## src/hdl/pod_pkg.sv

```systemverilog
/*
  Constants shared by the PWM output-disable block: register offsets,
  field positions, reset values and widths.
  Assumes a 32-bit APB master and one system clock.
*/
`default_nettype none

package pod_pkg;

  // ==========================================================
  // sizes
  localparam int NUM_GROUPS = 4;
  localparam int ADDR_W     = 12;
  localparam int DATA_W     = 32;
  localparam int SET_W      = 8;
  localparam int FLAG_W     = 4;
  localparam int SEL_W      = 2;
  localparam int IRQ_W      = 5;
  localparam int PIN_W      = 6;

  // ==========================================================
  // register offsets (byte addresses)
  localparam logic [ADDR_W-1:0] OFF_GROUP_A    = 12'h000;
  localparam logic [ADDR_W-1:0] OFF_GROUP_B    = 12'h004;
  localparam logic [ADDR_W-1:0] OFF_GROUP_C    = 12'h008;
  localparam logic [ADDR_W-1:0] OFF_GROUP_D    = 12'h00C;
  localparam logic [ADDR_W-1:0] OFF_CH0_SEL    = 12'h010;
  localparam logic [ADDR_W-1:0] OFF_IRQ_STATUS = 12'h014;
  localparam logic [ADDR_W-1:0] OFF_IRQ_MASK   = 12'h018;
  localparam logic [ADDR_W-1:0] OFF_PIN_STATE  = 12'h01C;
  localparam logic [ADDR_W-1:0] GROUP_SPAN     = 12'h010;

  // ==========================================================
  // group setting register fields
  localparam int BIT_TRIP    = 0;
  localparam int BIT_REQ     = 1;
  localparam int BIT_OSC     = 2;
  localparam int BIT_SWSTOP  = 3;
  localparam int BIT_TRIP_EN = 4;
  localparam int BIT_REQ_EN  = 5;
  localparam logic [SET_W-1:0] SET_RESET = 8'h00;

  // ==========================================================
  // interrupt status / mask, pin state fields
  localparam int IRQ_OSC_BIT  = 4;
  localparam int PIN_OSC_BIT  = 4;
  localparam int PIN_OFF_BIT  = 5;
  localparam logic [IRQ_W-1:0]  IRQ_RESET  = 5'h00;
  localparam logic [IRQ_W-1:0]  MASK_RESET = 5'h00;
  localparam logic [SEL_W-1:0]  SEL_RESET  = 2'h0;
  localparam logic [DATA_W-1:0] RDATA_ZERO = 32'h0000_0000;

endpackage : pod_pkg

`default_nettype wire

```

## src/hdl/pod_sync.sv

```systemverilog
/*
  Three-stage synchroniser for pin-level inputs.
  Assumes inputs are asynchronous to sys_clk; the output level only
  changes once the second and third stage agree.
*/
`timescale 1ns/1ns
`default_nettype none

module pod_sync #(
  parameter int W = 1
) (
  input  wire logic         sys_clk,    // system clock
  input  wire logic         rst,        // async reset, high
  input  wire logic [W-1:0] asyncIn,    // raw pin levels
  output logic      [W-1:0] syncLevel   // filtered level
);

  logic [W-1:0] st1_q, st2_q, st3_q, level_q;
  logic [W-1:0] level_d;

  // ==========================================================
  // agreement filter
  always_comb
  begin
    level_d = level_q;
    for (int i = 0; i < W; i++)
    begin
      if (st2_q[i] == st3_q[i])
        level_d[i] = st3_q[i];
    end
  end

  // first stage is read by the second stage only
  always_ff @(posedge sys_clk or posedge rst)
  begin
    if (rst)
    begin
      st1_q   <= '0;
      st2_q   <= '0;
      st3_q   <= '0;
      level_q <= '0;
    end
    else
    begin
      st1_q   <= asyncIn;
      st2_q   <= st1_q;
      st3_q   <= st2_q;
      level_q <= level_d;
    end
  end

  assign syncLevel = level_q;

endmodule // pod_sync

`default_nettype wire

```

## src/hdl/pod_group.sv

```systemverilog
/*
  One output-disable group: setting register with three sticky detection
  flags, a software stop bit and two cause enables.
  Assumes synchronised trip and oscillator levels and a same-clock
  disable request input.
*/
`timescale 1ns/1ns
`default_nettype none

module pod_group (
  input  wire logic                       sys_clk,     // system clock
  input  wire logic                       rst,         // async reset, high
  input  wire logic                       tripLevel,   // synced trip input
  input  wire logic                       reqIn,       // timer/comparator request
  input  wire logic                       oscLevel,    // synced oscillator stop
  input  wire logic                       wrEn,        // register write strobe
  input  wire logic [pod_pkg::SET_W-1:0]  wrData,      // write data
  output logic      [pod_pkg::SET_W-1:0]  setting,     // register value
  output logic                            outOff,      // group disables outputs
  output logic                            tripEvent    // trip flag set pulse
);

  logic                        tripPrev_q, tripPrev_d;
  logic [pod_pkg::FLAG_W-1:0]  flags_q, flags_d;
  logic                        trEn_q, trEn_d, rqEn_q, rqEn_d;
  logic                        tripRise, setTrip, setReq;
  logic [pod_pkg::FLAG_W-1:0]  clrFlag;

  // ==========================================================
  // flag update, set wins over a clearing write
  always_comb
  begin
    tripPrev_d = tripLevel;
    tripRise   = tripLevel & ~tripPrev_q;
    setTrip    = tripRise & trEn_q;
    setReq     = reqIn & rqEn_q;
    clrFlag    = wrEn ? ~wrData[pod_pkg::FLAG_W-1:0] : '0;
    flags_d[pod_pkg::BIT_TRIP] = setTrip | (flags_q[pod_pkg::BIT_TRIP]
                                 & ~clrFlag[pod_pkg::BIT_TRIP]);
    flags_d[pod_pkg::BIT_REQ]  = setReq | (flags_q[pod_pkg::BIT_REQ]
                                 & ~clrFlag[pod_pkg::BIT_REQ]);
    flags_d[pod_pkg::BIT_OSC]  = oscLevel | (flags_q[pod_pkg::BIT_OSC]
                                 & ~clrFlag[pod_pkg::BIT_OSC]);
    // software stop is written directly
    flags_d[pod_pkg::BIT_SWSTOP] = wrEn ? wrData[pod_pkg::BIT_SWSTOP]
                                        : flags_q[pod_pkg::BIT_SWSTOP];
    trEn_d = wrEn ? wrData[pod_pkg::BIT_TRIP_EN] : trEn_q;
    rqEn_d = wrEn ? wrData[pod_pkg::BIT_REQ_EN]  : rqEn_q;
  end

  always_ff @(posedge sys_clk or posedge rst)
  begin
    if (rst)
    begin
      tripPrev_q <= 1'b0;
      flags_q    <= pod_pkg::SET_RESET[pod_pkg::FLAG_W-1:0];
      trEn_q     <= pod_pkg::SET_RESET[pod_pkg::BIT_TRIP_EN];
      rqEn_q     <= pod_pkg::SET_RESET[pod_pkg::BIT_REQ_EN];
    end
    else
    begin
      tripPrev_q <= tripPrev_d;
      flags_q    <= flags_d;
      trEn_q     <= trEn_d;
      rqEn_q     <= rqEn_d;
    end
  end

  assign setting   = {2'b00, rqEn_q, trEn_q, flags_q};
  assign outOff    = |flags_q;
  assign tripEvent = setTrip;

  // ==========================================================
  // checks
  chk_trip_sets_flag:
    assert property (@(posedge sys_clk) disable iff (rst)
      (tripLevel && !tripPrev_q && trEn_q) |=> flags_q[pod_pkg::BIT_TRIP])
    else $error("trip edge did not set trip flag");

  chk_flag_holds:
    assert property (@(posedge sys_clk) disable iff (rst)
      (outOff && !wrEn) |=> outOff)
    else $error("disable released without a clearing write");

  chk_req_flag:
    assert property (@(posedge sys_clk) disable iff (rst)
      (reqIn && rqEn_q) |=> flags_q[pod_pkg::BIT_REQ] ##0 outOff)
    else $error("disable request did not set its flag");

  chk_release_clear:
    assert property (@(posedge sys_clk) disable iff (rst)
      (wrEn && wrData[pod_pkg::FLAG_W-1:0] == '0 && !oscLevel && !reqIn
       && !tripLevel) |=> !outOff)
    else $error("clearing all flags did not release the group");

endmodule // pod_group

`default_nettype wire

```

## src/hdl/pod_top.sv

```systemverilog
/*
  PWM output-disable block: four disable groups, channel 0 pin gating,
  per-group and oscillator-stop interrupts, APB register slave.
  Assumes one 125 MHz system clock; trip pins and the oscillator-stop
  level are asynchronous, timer and comparator requests are on sys_clk.
*/
`timescale 1ns/1ns
`default_nettype none

module pod_top (
  input  wire logic                         sys_clk,          // 125 MHz clock
  input  wire logic                         rst,              // async reset, high
  input  wire logic                         psel,             // APB select
  input  wire logic                         penable,          // APB enable
  input  wire logic                         pwrite,           // APB direction
  input  wire logic [pod_pkg::ADDR_W-1:0]   paddr,            // APB byte address
  input  wire logic [pod_pkg::DATA_W-1:0]   pwdata,           // APB write data
  output logic      [pod_pkg::DATA_W-1:0]   prdata,           // APB read data
  output logic                              pready,           // APB ready
  output logic                              pslverr,          // APB error
  input  wire logic [pod_pkg::NUM_GROUPS-1:0] externalTripInput, // trip pins A..D
  input  wire logic [pod_pkg::NUM_GROUPS-1:0] pwmTimerReq,    // timer disable requests
  input  wire logic [pod_pkg::NUM_GROUPS-1:0] fastCompIrq,    // comparator interrupts
  input  wire logic                         oscStopIn,        // clock monitor stop level
  input  wire logic                         timerOutA,        // timer channel 0 A value
  input  wire logic                         timerOutB,        // timer channel 0 B value
  input  wire logic                         timerOeA,         // timer channel 0 A enable
  input  wire logic                         timerOeB,         // timer channel 0 B enable
  output logic                              timer0OutputA,    // pin A output
  output logic                              timer0OutputAOe,  // pin A drive enable
  output logic                              timer0OutputB,    // pin B output
  output logic                              timer0OutputBOe,  // pin B drive enable
  output logic [pod_pkg::NUM_GROUPS-1:0]    groupIrq,         // per-group event requests
  output logic                              nmiReq,           // oscillator-stop NMI
  output logic                              irq               // masked combined interrupt
);

  localparam int NG = pod_pkg::NUM_GROUPS;

  // ==========================================================
  // input synchronisers
  logic [NG-1:0] tripSync;
  logic [0:0]    oscSync;
  logic          oscPrev_q, oscPrev_d, oscRise;

  pod_sync #(.W(NG)) u_trip_sync (
    .sys_clk   (sys_clk),
    .rst       (rst),
    .asyncIn   (externalTripInput),
    .syncLevel (tripSync)
  );

  pod_sync #(.W(1)) u_osc_sync (
    .sys_clk   (sys_clk),
    .rst       (rst),
    .asyncIn   (oscStopIn),
    .syncLevel (oscSync)
  );

  // ==========================================================
  // APB decode
  logic                       setupPh, accessPh, wrAcc;
  logic                       addrOk, grpHit;
  logic [pod_pkg::SEL_W-1:0]  grpIdx;
  logic [NG-1:0]              grpWr;

  always_comb
  begin
    setupPh  = psel & ~penable;
    accessPh = psel & penable;
    wrAcc    = accessPh & pwrite;
    grpHit   = (paddr < pod_pkg::GROUP_SPAN) && (paddr[1:0] == 2'b00);
    grpIdx   = paddr[3:2];
    addrOk   = grpHit
             || paddr == pod_pkg::OFF_CH0_SEL
             || paddr == pod_pkg::OFF_IRQ_STATUS
             || paddr == pod_pkg::OFF_IRQ_MASK
             || paddr == pod_pkg::OFF_PIN_STATE;
    grpWr = '0;
    if (wrAcc && grpHit)
      grpWr[grpIdx] = 1'b1;
  end

  // zero-wait slave; unmapped or misaligned addresses answer with an error
  assign pready  = 1'b1;
  assign pslverr = accessPh & ~addrOk;

  // ==========================================================
  // groups A..D
  logic [pod_pkg::SET_W-1:0] grpSetting [NG];
  logic [NG-1:0]             grpOff;
  logic [NG-1:0]             tripEvt;
  logic [NG-1:0]             reqCause;

  // both the timer and the comparator feed the request flag
  assign reqCause = pwmTimerReq | fastCompIrq;

  genvar g;
  generate
    for (g = 0; g < NG; g++)
    begin : gen_group
      pod_group u_group (
        .sys_clk   (sys_clk),
        .rst       (rst),
        .tripLevel (tripSync[g]),
        .reqIn     (reqCause[g]),
        .oscLevel  (oscSync[0]),
        .wrEn      (grpWr[g]),
        .wrData    (pwdata[pod_pkg::SET_W-1:0]),
        .setting   (grpSetting[g]),
        .outOff    (grpOff[g]),
        .tripEvent (tripEvt[g])
      );
    end
  endgenerate

  // ==========================================================
  // control and interrupt registers
  logic [pod_pkg::SEL_W-1:0] ch0Sel_q, ch0Sel_d;
  logic [pod_pkg::IRQ_W-1:0] status_q, status_d;
  logic [pod_pkg::IRQ_W-1:0] mask_q, mask_d;
  logic [pod_pkg::IRQ_W-1:0] statusSet, statusClr;
  logic                      irq_q, irq_d;

  always_comb
  begin
    oscPrev_d = oscSync[0];
    oscRise   = oscSync[0] & ~oscPrev_q;
    ch0Sel_d  = ch0Sel_q;
    mask_d    = mask_q;
    statusClr = '0;
    if (wrAcc && paddr == pod_pkg::OFF_CH0_SEL)
      ch0Sel_d = pwdata[pod_pkg::SEL_W-1:0];
    if (wrAcc && paddr == pod_pkg::OFF_IRQ_MASK)
      mask_d = pwdata[pod_pkg::IRQ_W-1:0];
    if (wrAcc && paddr == pod_pkg::OFF_IRQ_STATUS)
      statusClr = pwdata[pod_pkg::IRQ_W-1:0];
    // event n belongs to group n for n 0..3, bit 4 is the oscillator stop; a new event beats a same-cycle clear
    statusSet = {oscRise, tripEvt};
    status_d  = statusSet | (status_q & ~statusClr);
    irq_d     = |(status_d & mask_d);
  end

  always_ff @(posedge sys_clk or posedge rst)
  begin
    if (rst)
    begin
      oscPrev_q <= 1'b0;
      ch0Sel_q  <= pod_pkg::SEL_RESET;
      mask_q    <= pod_pkg::MASK_RESET;
      status_q  <= pod_pkg::IRQ_RESET;
      irq_q     <= 1'b0;
    end
    else
    begin
      oscPrev_q <= oscPrev_d;
      ch0Sel_q  <= ch0Sel_d;
      mask_q    <= mask_d;
      status_q  <= status_d;
      irq_q     <= irq_d;
    end
  end

  assign groupIrq = status_q[NG-1:0];
  // the NMI ignores the mask on purpose: a dead clock must not be hidden
  assign nmiReq   = status_q[pod_pkg::IRQ_OSC_BIT];
  assign irq      = irq_q;

  // ==========================================================
  // channel 0 pin gating
  logic ch0Off;
  logic outA_q, outA_d, outB_q, outB_d;
  logic oeA_q, oeA_d, oeB_q, oeB_d;

  always_comb
  begin
    // oscillator flag lives in every group, so the selected one sees it
    ch0Off = grpOff[ch0Sel_q];
    outA_d = timerOutA;
    outB_d = timerOutB;
    // high impedance held while any flag of the group stays set
    oeA_d  = timerOeA & ~ch0Off;
    oeB_d  = timerOeB & ~ch0Off;
  end

  always_ff @(posedge sys_clk or posedge rst)
  begin
    if (rst)
    begin
      outA_q <= 1'b0;
      outB_q <= 1'b0;
      oeA_q  <= 1'b0;
      oeB_q  <= 1'b0;
    end
    else
    begin
      outA_q <= outA_d;
      outB_q <= outB_d;
      oeA_q  <= oeA_d;
      oeB_q  <= oeB_d;
    end
  end

  assign timer0OutputA   = outA_q;
  assign timer0OutputB   = outB_q;
  assign timer0OutputAOe = oeA_q;
  assign timer0OutputBOe = oeB_q;

  // ==========================================================
  // read path: data captured in the setup cycle
  logic [pod_pkg::DATA_W-1:0] rdata_q, rdata_d, rdMux;
  logic [pod_pkg::PIN_W-1:0]  pinState;

  assign pinState = {ch0Off, oscSync[0], tripSync};

  always_comb
  begin
    rdMux = pod_pkg::RDATA_ZERO;
    if (grpHit)
      rdMux[pod_pkg::SET_W-1:0] = grpSetting[grpIdx];
    else if (paddr == pod_pkg::OFF_CH0_SEL)
      rdMux[pod_pkg::SEL_W-1:0] = ch0Sel_q;
    else if (paddr == pod_pkg::OFF_IRQ_STATUS)
      rdMux[pod_pkg::IRQ_W-1:0] = status_q;
    else if (paddr == pod_pkg::OFF_IRQ_MASK)
      rdMux[pod_pkg::IRQ_W-1:0] = mask_q;
    else if (paddr == pod_pkg::OFF_PIN_STATE)
      rdMux[pod_pkg::PIN_W-1:0] = pinState;
    rdata_d = (setupPh && !pwrite) ? rdMux : rdata_q;
  end

  always_ff @(posedge sys_clk or posedge rst)
  begin
    if (rst)
      rdata_q <= pod_pkg::RDATA_ZERO;
    else
      rdata_q <= rdata_d;
  end

  assign prdata = rdata_q;

  // ==========================================================
  // checks
  chk_trip_hiz_pins:
    assert property (@(posedge sys_clk) disable iff (rst)
      grpOff[ch0Sel_q] |=> (!timer0OutputAOe && !timer0OutputBOe))
    else $error("channel 0 pins driven while its group is disabled");

  chk_group_event:
    assert property (@(posedge sys_clk) disable iff (rst)
      tripEvt[0] |=> (groupIrq[0] && grpSetting[0][pod_pkg::BIT_TRIP]))
    else $error("group A trip did not raise its event");

  chk_event_order:
    assert property (@(posedge sys_clk) disable iff (rst)
      (|tripEvt) |=> ((groupIrq & $past(tripEvt)) == $past(tripEvt)))
    else $error("trip event landed on the wrong group request");

  chk_osc_nmi:
    assert property (@(posedge sys_clk) disable iff (rst)
      oscRise |=> nmiReq ##1 (!timer0OutputAOe && !timer0OutputBOe))
    else $error("oscillator stop missed the NMI or the pin float");

  chk_group_read:
    assert property (@(posedge sys_clk) disable iff (rst)
      (setupPh && !pwrite && grpHit)
        |=> prdata[pod_pkg::SET_W-1:0] == $past(grpSetting[grpIdx]))
    else $error("group setting read returned the wrong value");

  chk_comp_cause:
    assert property (@(posedge sys_clk) disable iff (rst)
      (fastCompIrq[ch0Sel_q] && grpSetting[ch0Sel_q][pod_pkg::BIT_REQ_EN]
       && !(wrAcc && paddr == pod_pkg::OFF_CH0_SEL)
       && $stable(ch0Sel_q)) |=> ##1 !timer0OutputAOe)
    else $error("comparator cause did not disable channel 0");

  chk_release_pins:
    assert property (@(posedge sys_clk) disable iff (rst)
      (!grpOff[ch0Sel_q] && timerOeA && $stable(ch0Sel_q)) |=> timer0OutputAOe)
    else $error("pin not released after flags were cleared");

  chk_unmapped_err:
    assert property (@(posedge sys_clk) disable iff (rst)
      (accessPh && paddr > pod_pkg::OFF_PIN_STATE) |-> pslverr)
    else $error("unmapped address answered without error");

  chk_irq_level:
    assert property (@(posedge sys_clk) disable iff (rst)
      irq == (|(status_q & mask_q)))
    else $error("interrupt output disagrees with masked status");

  chk_nmi_sticky:
    assert property (@(posedge sys_clk) disable iff (rst)
      (nmiReq && !(wrAcc && paddr == pod_pkg::OFF_IRQ_STATUS)) |=> nmiReq)
    else $error("NMI request dropped without a clearing write");

  chk_nmi_clear:
    assert property (@(posedge sys_clk) disable iff (rst)
      (wrAcc && paddr == pod_pkg::OFF_IRQ_STATUS && pwdata[pod_pkg::IRQ_OSC_BIT]
       && !oscRise) |=> !nmiReq)
    else $error("NMI request survived its clearing write");

  chk_status_w1c:
    assert property (@(posedge sys_clk) disable iff (rst)
      (wrAcc && paddr == pod_pkg::OFF_IRQ_STATUS && pwdata[0] && !tripEvt[0])
        |=> !groupIrq[0])
    else $error("group A event survived its clearing write");

  chk_pin_copy:
    assert property (@(posedge sys_clk) disable iff (rst)
      1'b1 |=> (timer0OutputA == $past(timerOutA) && timer0OutputB == $past(timerOutB)))
    else $error("channel 0 pin values are not a one-cycle copy");

  chk_unmapped_zero:
    assert property (@(posedge sys_clk) disable iff (rst)
      (accessPh && !pwrite && !addrOk && $past(setupPh)) |-> prdata == pod_pkg::RDATA_ZERO)
    else $error("unmapped read returned data");

  chk_refused_write:
    assert property (@(posedge sys_clk) disable iff (rst)
      (wrAcc && !addrOk) |=> (mask_q == $past(mask_q) && ch0Sel_q == $past(ch0Sel_q)))
    else $error("refused write changed a register");

  chk_mask_write:
    assert property (@(posedge sys_clk) disable iff (rst)
      (wrAcc && paddr == pod_pkg::OFF_IRQ_MASK)
        |=> mask_q == $past(pwdata[pod_pkg::IRQ_W-1:0]))
    else $error("mask write did not land");

  chk_sel_write:
    assert property (@(posedge sys_clk) disable iff (rst)
      (wrAcc && paddr == pod_pkg::OFF_CH0_SEL)
        |=> ch0Sel_q == $past(pwdata[pod_pkg::SEL_W-1:0]))
    else $error("group select write did not land");

endmodule // pod_top

`default_nettype wire

```

## config.mk

```make
export PLATFORM = sky130hd
export DESIGN_NAME = pod_top
export DESIGN_NICKNAME = d
export VERILOG_FILES = /design/src/hdl/pod_pkg.sv /design/src/hdl/pod_sync.sv /design/src/hdl/pod_group.sv /design/src/hdl/pod_top.sv
export SDC_FILE = /design/constraint.sdc
export NUM_CORES = 1
export LEC_CHECK = 0
export BUFFER_PORTS_ARGS = -buffer_cell sky130_fd_sc_hd__buf_2
export CAP_MARGIN = 20
export CORE_ASPECT_RATIO = 0.75
export CORE_UTILIZATION = 40
export DETAILED_ROUTE_END_ITERATION = 8
export GPL_TIMING_DRIVEN = 0
export PLACE_DENSITY_LB_ADDON = 0.25
export SLEW_MARGIN = 10
export SYNTH_ARGS = -nofsm -noshare
export SYNTH_HDL_FRONTEND = slang
export SYNTH_SLANG_ARGS = --single-unit
```

## constraint.sdc

```tcl
create_clock -name sys_clk -period 3.5 [get_ports sys_clk]
set_input_delay 0.7 -clock sys_clk [delete_from_list [all_inputs] [get_ports sys_clk]]
set_output_delay 0.7 -clock sys_clk [all_outputs]
set_load 0.005 [all_outputs]
```

Yosys cells after proc, flatten, opt, wreduce, memory -nomap -nowiden
Index checks and enable logic that the tools add are counted.
{ "op_classes": {"order_cmp": 5, "n_eq_ne": 9, "n_mux": 23, "bitwise": 70, "n_reduce_logical": 18} }
{ "op_table": {"columns": ["operator", "n"], "rows": [
  ["== test 12 x 5 -> 1 bit (second input constant)", 4],
  ["bitwise AND 1 bit", 31],
  ["two-way mux 5 bit", 4],
  ["inverter 1 bit", 20],
  ["binary-select mux 8 bit (select 2 bit)", 1],
  ["two-way mux 8 bit", 2],
  ["OR reduction 4 bit", 4],
  ["less-than comparator 12 x 5 -> 1 bit (second input constant)", 1],
  ["two-way mux 3 bit", 4],
  ["two-way mux 6 bit", 2],
  ["bitwise OR 1 bit", 12],
  ["bitwise AND 5 bit", 2],
  ["two-way mux 4 bit", 2],
  ["logical AND 1 bit", 7],
  ["less-than comparator 2 x 3 -> 1 bit (second input constant)", 2],
  ["== test 1 bit", 5],
  ["inverter 5 bit", 1],
  ["bitwise OR 5 bit", 1],
  ["OR reduction 5 bit", 1],
  ["logical OR 1 bit", 4],
  ["two-way mux 1 bit", 4],
  ["two-way mux 2 bit", 2],
  ["bitwise OR 4 bit", 1],
  ["greater-or-equal comparator 3 bit (second input constant)", 1],
  ["7 further kinds", 7]
]} }
{ "totals": {"regBits": 74, "inputBits": 66, "elab_cells": 166} }

Depth between registers and ports, before layout
Gate-level depths: netlist (run 1).
{ "depth": {"depth_word": 9, "ltp_mapped": 7, "depth_no_buf": 6} }

Cells and area by module
A second synthesis (run 1) with hierarchy kept.
{ "unflattened": {"hier_cells": 301, "area_unflattened_um2": 3601.0} }
{ "by_module_without_submodules": {"columns": ["module", "n_inst", "cells_each", "area_per_inst_um2", "seq_area_each_um2"], "rows": [
  ["pod_top", 1, 178, 1810.5, 650.6],
  ["pod_group", 4, 24, 306.5, 175.2],
  ["pod_sync at u_trip_sync", 1, 21, 449.2, 400.4],
  ["pod_sync at u_osc_sync", 1, 6, 115.1, 100.1]
]} }

Least setup slack after synthesis (run 1)
Ideal clock, no wire load.
{ "synth_timing": {"kind": "input to register", "startpoint": "input port paddr[10] (netlist bit)", "endpoint": "register irq_q (netlist: irq)", "arrival_ns": 2.588, "required_time_ns": 3.372, "setup_slack_ns": 0.785, "cell_stages": 7, "n_path_buf": 1, "cell_sequence": "or4_4 -> nor3_4 -> and3_1 -> buf_2 -> mux2_2 -> a222oi_1 -> nand2_1"} }
{ "synth_via": {"word_cells_on_any_way": 11, "cone_classes": "2 x eq/ne; 2 x mux; 4 x bitwise; 3 x reduce/logical"} }
{ "synth_lines": {"columns": ["element", "line", "text"], "rows": [
  ["from (decl)", "pod_top.sv:16", "input wire logic [pod_pkg::ADDR_W-1:0] paddr,"],
  ["== test 12 x 5 -> 1 bit", "pod_top.sv:134", "if (wrAcc && paddr == pod_pkg::OFF_IRQ_MASK)"],
  ["logical AND 1 bit", "pod_top.sv:134", null],
  ["two-way mux 5 bit", "pod_top.sv:134", null],
  ["net mask_d (one bit)", "pod_top.sv:121", "logic [pod_pkg::IRQ_W-1:0] mask_q, mask_d;"],
  ["bitwise AND 5 bit", "pod_top.sv:141", "irq_d = |(status_d & mask_d);"],
  ["OR reduction 5 bit", "pod_top.sv:141", null],
  ["net irq_d", "pod_top.sv:123", "logic irq_q, irq_d;"],
  ["to (signal assigned)", "pod_top.sv:160", "irq_q <= irq_d;"],
  ["to (decl)", "pod_top.sv:123", null]
]} }
The timed path passes the listed nets, and every way through them passes these cells.
A chain may end at the register's enable or synchronous reset.

Worst setup path after layout (run 1)
Same ends and word-level chain as after synthesis.

==> results of run 1 <==
## per-stage QoR
stage / utilization (%) / hold slack (ns) / worst slack, ns
after floorplan: - / 0.331 / 0.785
after detailed placement: 49.0 / 0.340 / 0.465
after global routing: 51.2 / 0.241 / 0.749
final: 51.2 / 0.250 / 0.832
after CTS: 51.2 / 0.245 / 0.829
after global placement: 48.6 / 0.332 / 0.177
## flip-flops by register name, summed over array words and instances, names as in the netlist, 2 cells and up
name                          flops
u_trip_sync.st1_q                 4
status_q                          5
ch0Sel_q                          2
gen_group.u_group.trEn_q          4
mask_q                            5
prdata                            6
gen_group.u_group.rqEn_q          4
u_trip_sync.st2_q                 4
gen_group.u_group.tripPrev_q      4
gen_group.u_group.flags_q        16
u_trip_sync.syncLevel             4
u_trip_sync.st3_q                 4
## where the power goes
part / total, mW / internal, mW / switching [mW]
clock: 0.557 / 0.253 / 0.304
combinational: 0.142 / 0.0714 / 0.0702
sequential: 0.885 / 0.866 / 0.0197
## layer usage
metal  share of wire [%]  routed length [um]  global-route usage (%)  vias up
met5                   0                   0                       0        -
met4                0.66                  43                    5.14        0
met3                 7.1                 464                    5.83        5
met2                  46                2980                    25.0       67
met1                  47                3040                    24.7     1050
li1                    -                   -                       -     1010
## cells in the final DEF (no fill, tap or decap), types with 2 or more instances in the layout
cell type and n:
o21ai_0 20, clkinv_2 4, and3_1 2, maj3_1 5, buf_2 56, conb_1 27, o2bb2ai_1 2, nor4_4 2
or4b_1 2, clkbuf_1 4, clkbuf_8 9, dfrtp_1 72, nor4_1 4, a21oi_1 5, and2_1 2, a22o_1 4
nand2b_1 4, buf_4 27, nand4b_1 2, nor2_1 9, a21o_1 2, nand3_1 2, mux4_2 9, mux2_2 22
nand2_1 17, a22oi_1 6
## cell type report
cell class	count	area, sq um
repair buffers	55	298
multi-input cells	159	1190
plain buffers	33	228
flip-flops and latches	72	1800
inverters	2	10.0
clock inverters	6	36.3
well taps	101	126
fillers	712	3640
clock buffers	10	128
## kinds of logic (layout without fill, tap and decap cells)
group / count (synthesis) / count (layout) / share of synthesized area, %
and+or+nand+nor: 54 / 54 / 10.5
buffers and inverters: 35 / 106 / 7.50
muxes: 31 / 31 / 14.4
DFF: 72 / 72 / 57.4
adders and majority gates: 5 / 5 / 1.60
AOI/OAI and AO/OA: 42 / 42 / 8.42
other: 2 / 27 / 0.239
## worst paths after layout
check                                                            end  slack (ns)                                 startpoint
hold / removal                                 prdata[3]$_DFFE_PP0P_        0.25                                        rst
setup reg to reg                               prdata[5]$_DFFE_PP0P_        2.09  gen_group[2].u_group.flags_q[1]$_DFF_PP0_
hold reg to reg                           u_osc_sync.st2_q$_DFF_PP0_        0.35                 u_osc_sync.st1_q$_DFF_PP0_
min in group sys_clk                      u_osc_sync.st2_q$_DFF_PP0_        0.35                 u_osc_sync.st1_q$_DFF_PP0_
setup / recovery                                       irq$_DFF_PP0_        0.83                                  paddr[10]
max in group asynchronous  gen_group[2].u_group.flags_q[0]$_DFF_PP0_        2.72                                        rst
## critical path, delay by kind of cell
kind	cells	cell delay, ns
and+or+nand+nor	4	1.22
muxes	1	0.37
buffers and inverters	2	0.28
AOI/OAI and AO/OA	1	0.32
==> results.ini, run 1 <==
[place]
place_congestion = 0.870
dpl.hpwl_um = 4790
postPlaceCellArea_sq_um = 3660
dp_cells = 422
port_buffers = 54

[drt]
dr.pass1.iters = 4
ant_nets = 0
drc_errors = 0
drt-total-wl_um = 6520
viasPerCell = 4.87
num_vias = 2132
wire_per_inst_um = 14.9
drtIter0Drc = 121

[worst_setup_path]
critPathSlowestCell = or4_4
endpoint_kind = flip-flop
worst-endpoint-arrival_ns = 2.89
max_stage_delay_ns = 0.59
reg2reg_depth = 4
start_kind = primary input
cpMostUsedCell = buf_2
path_class = primary input to flip-flop
cp_max_fo = 8
critical_path.cell_chain = buf_2 > or4_4 > nor3_4 > and3_1 > buf_2 > mux2_2 > a222oi_1 > nand2_1
crit_required_ns = 3.73

[die]
dieArea_sq_um = 8200
start_util_pct = 42.0
core_sq_um = 7470
io_pins = 110
die_h_um = 78.7
die_w_um = 104
num_rows = 27

[sta]
skew_ns = 0.00539
tightest_slew_ns = 0.575
setup-tns-final_ns = 0
grt_setup_unrepaired = false
setup_violations = 0
period_needed_ns = 2.67
hold_viol_final = 0
slew_viol_final = 0
clock.fmax_ghz = 0.375
slew_headroom_pct = 61.6
final.period_utilization_pct = 76.2

[clocking]
root_buffer = clkbuf_8
clk_pin_slew_ns = 0.07
cts_tree = built
clockBufferDepth = 2
clock_sinks = 72
ctsResizeCount = 0
h-tree-depth = 3
cts_hold_buf = 0
post_cts_buffers = 0
clk_latency_ns = 0.35
numCtsBuffers = 9

[grt]
grt_use_total_pct = 17.3
overflow = 0
grt_max_degree = 63
grt_pass1_vias = 1950
grt_antenna_before_repair = 0
grt_pass1_wl_um = 10600

[synthesis]
async_reset_ff_share_pct = 100
syn_area_per_cell_sq_um = 13.0
yosysWarnings = 0
synth_area_leaders = dfrtp_1 (57%), mux2_2 (7.9%), buf_4 (6.5%)
yosys.area.top_type = dfrtp_1
ys_seq_area_share_pct = 57.4
synth-edff-count = 0
synth_area_sq_um = 3140
netlist.area_leader.share_pct = 57.4
synth_cells = 241
synthTopCellsByCount = dfrtp_1 (72), buf_4 (27), mux2_2 (22)
synth-seq-cells = 72
synth.most_common_cell = dfrtp_1
yosysUniqueCellTypes = 37
synth-main-ff-cell = dfrtp_1

[finish]
fin_cells = 438
final_layout_size_suffix_gt1_share_pct = 40.4
nets = 398
syn_to_final_growth_pct = 21.8
diodes = 0
fin_area_sq_um = 3820

[power_and_ir_drop]
powerDensity_nw_per_um2 = 414
vdd.ir_drop.worst_mv = 0.214
finalPower_mw = 1.58
p_leak_nw = 1.84

[min_path]
hp-class = primary input to async pin

[status]
status = finished clean

[run]
max_cap_viol_count = 0

No activity file was read; power rests on OpenSTA's default activity.
==> inputs of run 2 (changes only) <==
clock period = 2.27 ns   (was 3.5 ns; I/O delays follow)
==> results.ini, run 2 (synthesis results as in run 1) <==
[worst_setup_path]
r2r_start = gen_group[3].u_group.flags_q[2]$_DFF_PP0_
path_class = primary input to flip-flop
cp_max_fo = 5
start_kind = primary input
worst-endpoint-arrival_ns = 2.42
endpoint_kind = flip-flop
startpoint = paddr[5]
crit_required_ns = 2.49

[drt]
dr.pass1.iters = 4
num_vias = 2189
viasPerCell = 4.92
ant_nets = 0
drc_errors = 0
drt-total-wl_um = 6830
wire_per_inst_um = 15.3
drtIter0Drc = 111

[min_path]
hold_path.startpoint = oscStopIn
hp-class = primary input to flip-flop

[finish]
final_common_cell = dfrtp_1
syn_to_final_growth_pct = 24.1
nets = 405
final_util_pct = 52.1
diodes = 0
largest_reg_flops = 16
fin_area_sq_um = 3890
fin_cells = 445
final_cell_mix = dfrtp_1 (72), buf_2 (56), buf_4 (34)
regMostFlops = gen_group.u_group.flags_q
final_layout_size_suffix_gt1_share_pct = 41.9
nFillCells = 668

[place]
place_congestion = 0.840
dp_cells = 422
port_buffers = 54
postPlaceCellArea_sq_um = 3660
dpl.hpwl_um = 4970

[status]
status = finished clean

[die]
die_w_um = 104
io_pins = 110
start_util_pct = 42.0
dieArea_sq_um = 8200
die_h_um = 78.7
core_sq_um = 7470
num_rows = 27

[sta]
period_needed_ns = 2.20
slew_headroom_pct = 50.0
slew_viol_final = 0
skew_ns = 0.00868
grt_setup_unrepaired = false
setup_violations = 0
tightest_slew_ns = 0.748
setup-tns-final_ns = 0
clock.fmax_ghz = 0.455
hold_viol_final = 0
final.period_utilization_pct = 96.8

[grt]
grt_max_degree = 40
grt_pass1_vias = 2070
grt_antenna_before_repair = 0
overflow = 0
grt_pass1_wl_um = 11000
grt_use_total_pct = 17.8

[clocking]
clockBufferDepth = 2
cts_tree = built
clk_pin_slew_ns = 0.07
numCtsBuffers = 9
root_buffer = clkbuf_8
clock_sinks = 72
h-tree-depth = 3
clk_latency_ns = 0.35

[power_and_ir_drop]
p_leak_nw = 1.88
powerDensity_nw_per_um2 = 633
vdd.ir_drop.worst_mv = 0.335

[run]
max_cap_viol_count = 0

## run 2: cell count changes in the layout (fill, tap and decap cells not counted), moves of 2 or more
cell	delta
or4b_4	+2
or4b_1	-2
buf_4	+7
mux2_4	+2
clkinv_2	-2
mux2_2	-2
## run 2: timing repair
item	CTS	global route
buffers inserted	4	3
resized for setup	0	5
hold buffers	0	0
pin swaps	3	4
endpoints found under the setup margin	13	5
## run 2: worst paths after layout
path / endpoint / slack [ns] / cells after the start
hold reg to reg: u_osc_sync.st2_q$_DFF_PP0_ / 0.35 / 0
min in group asynchronous: timer0OutputB$_DFF_PP0_ / 0.22 / 2
setup / recovery: irq$_DFF_PP0_ / 0.07 / 8
setup reg to reg: prdata[5]$_DFFE_PP0P_ / 0.86 / 4
hold / removal: u_osc_sync.st1_q$_DFF_PP0_ / 0.21 / 1
max in group asynchronous: gen_group[0].u_group.trEn_q$_DFFE_PP0N_ / 1.42 / 3
## run 2: worst max-delay path, cell delays in order
cell	delay, ns
buf_2	0.10
or4b_4	0.57
nor3_4	0.22
and3_1	0.19
buf_6	0.13
mux2_4	0.31
a222oi_1	0.33
nand2_1	0.10
## run 2: cell type report
| class | instances | area [sq um] | area share, % |
|---|---|---|---|
| Timing Repair Buffer | 62 | 343 | 8.81 |
| Tap cell | 101 | 126 | 3.25 |
| Clock buffer | 13 | 149 | 3.83 |
| Buffer | 33 | 235 | 6.04 |
| Clock inverter | 3 | 17.5 | 0.450 |
| Sequential cell | 72 | 1800 | 46.3 |
| Multi-Input combinational cell | 159 | 1210 | 31.1 |
| Inverter | 2 | 11.3 | 0.289 |
## run 2: power breakdown
part | total, mW | internal [mW] | switching (mW)
Clock | 0.876 | 0.424 | 0.452
Sequential | 1.37 | 1.33 | 0.0327
Combinational | 0.222 | 0.110 | 0.112
Total | 2.46 | 1.87 | 0.596
## run 2: metrics by stage
step	hold WS, ns	total power [mW]	worst slack [ns]
after floorplan	0.331	1.52	-0.185
after global placement	0.332	1.60	-0.436
after detailed placement	0.336	1.61	-0.465
after CTS	0.195	2.49	0.0218
after global routing	0.199	2.56	0.00294
final	0.210	2.46	0.0719
## run 2: layer usage
metal / share of wire (%) / up-vias / global-route usage, % / wire [um]
li1: - / 1018 / - / -
met1: 47 / 1074 / 25.7 / 3190
met2: 44 / 89 / 25.9 / 2980
met3: 8.5 / 8 / 4.76 / 582
met4: 1.1 / 0 / 6.43 / 76
met5: 0 / - / 0 / 0
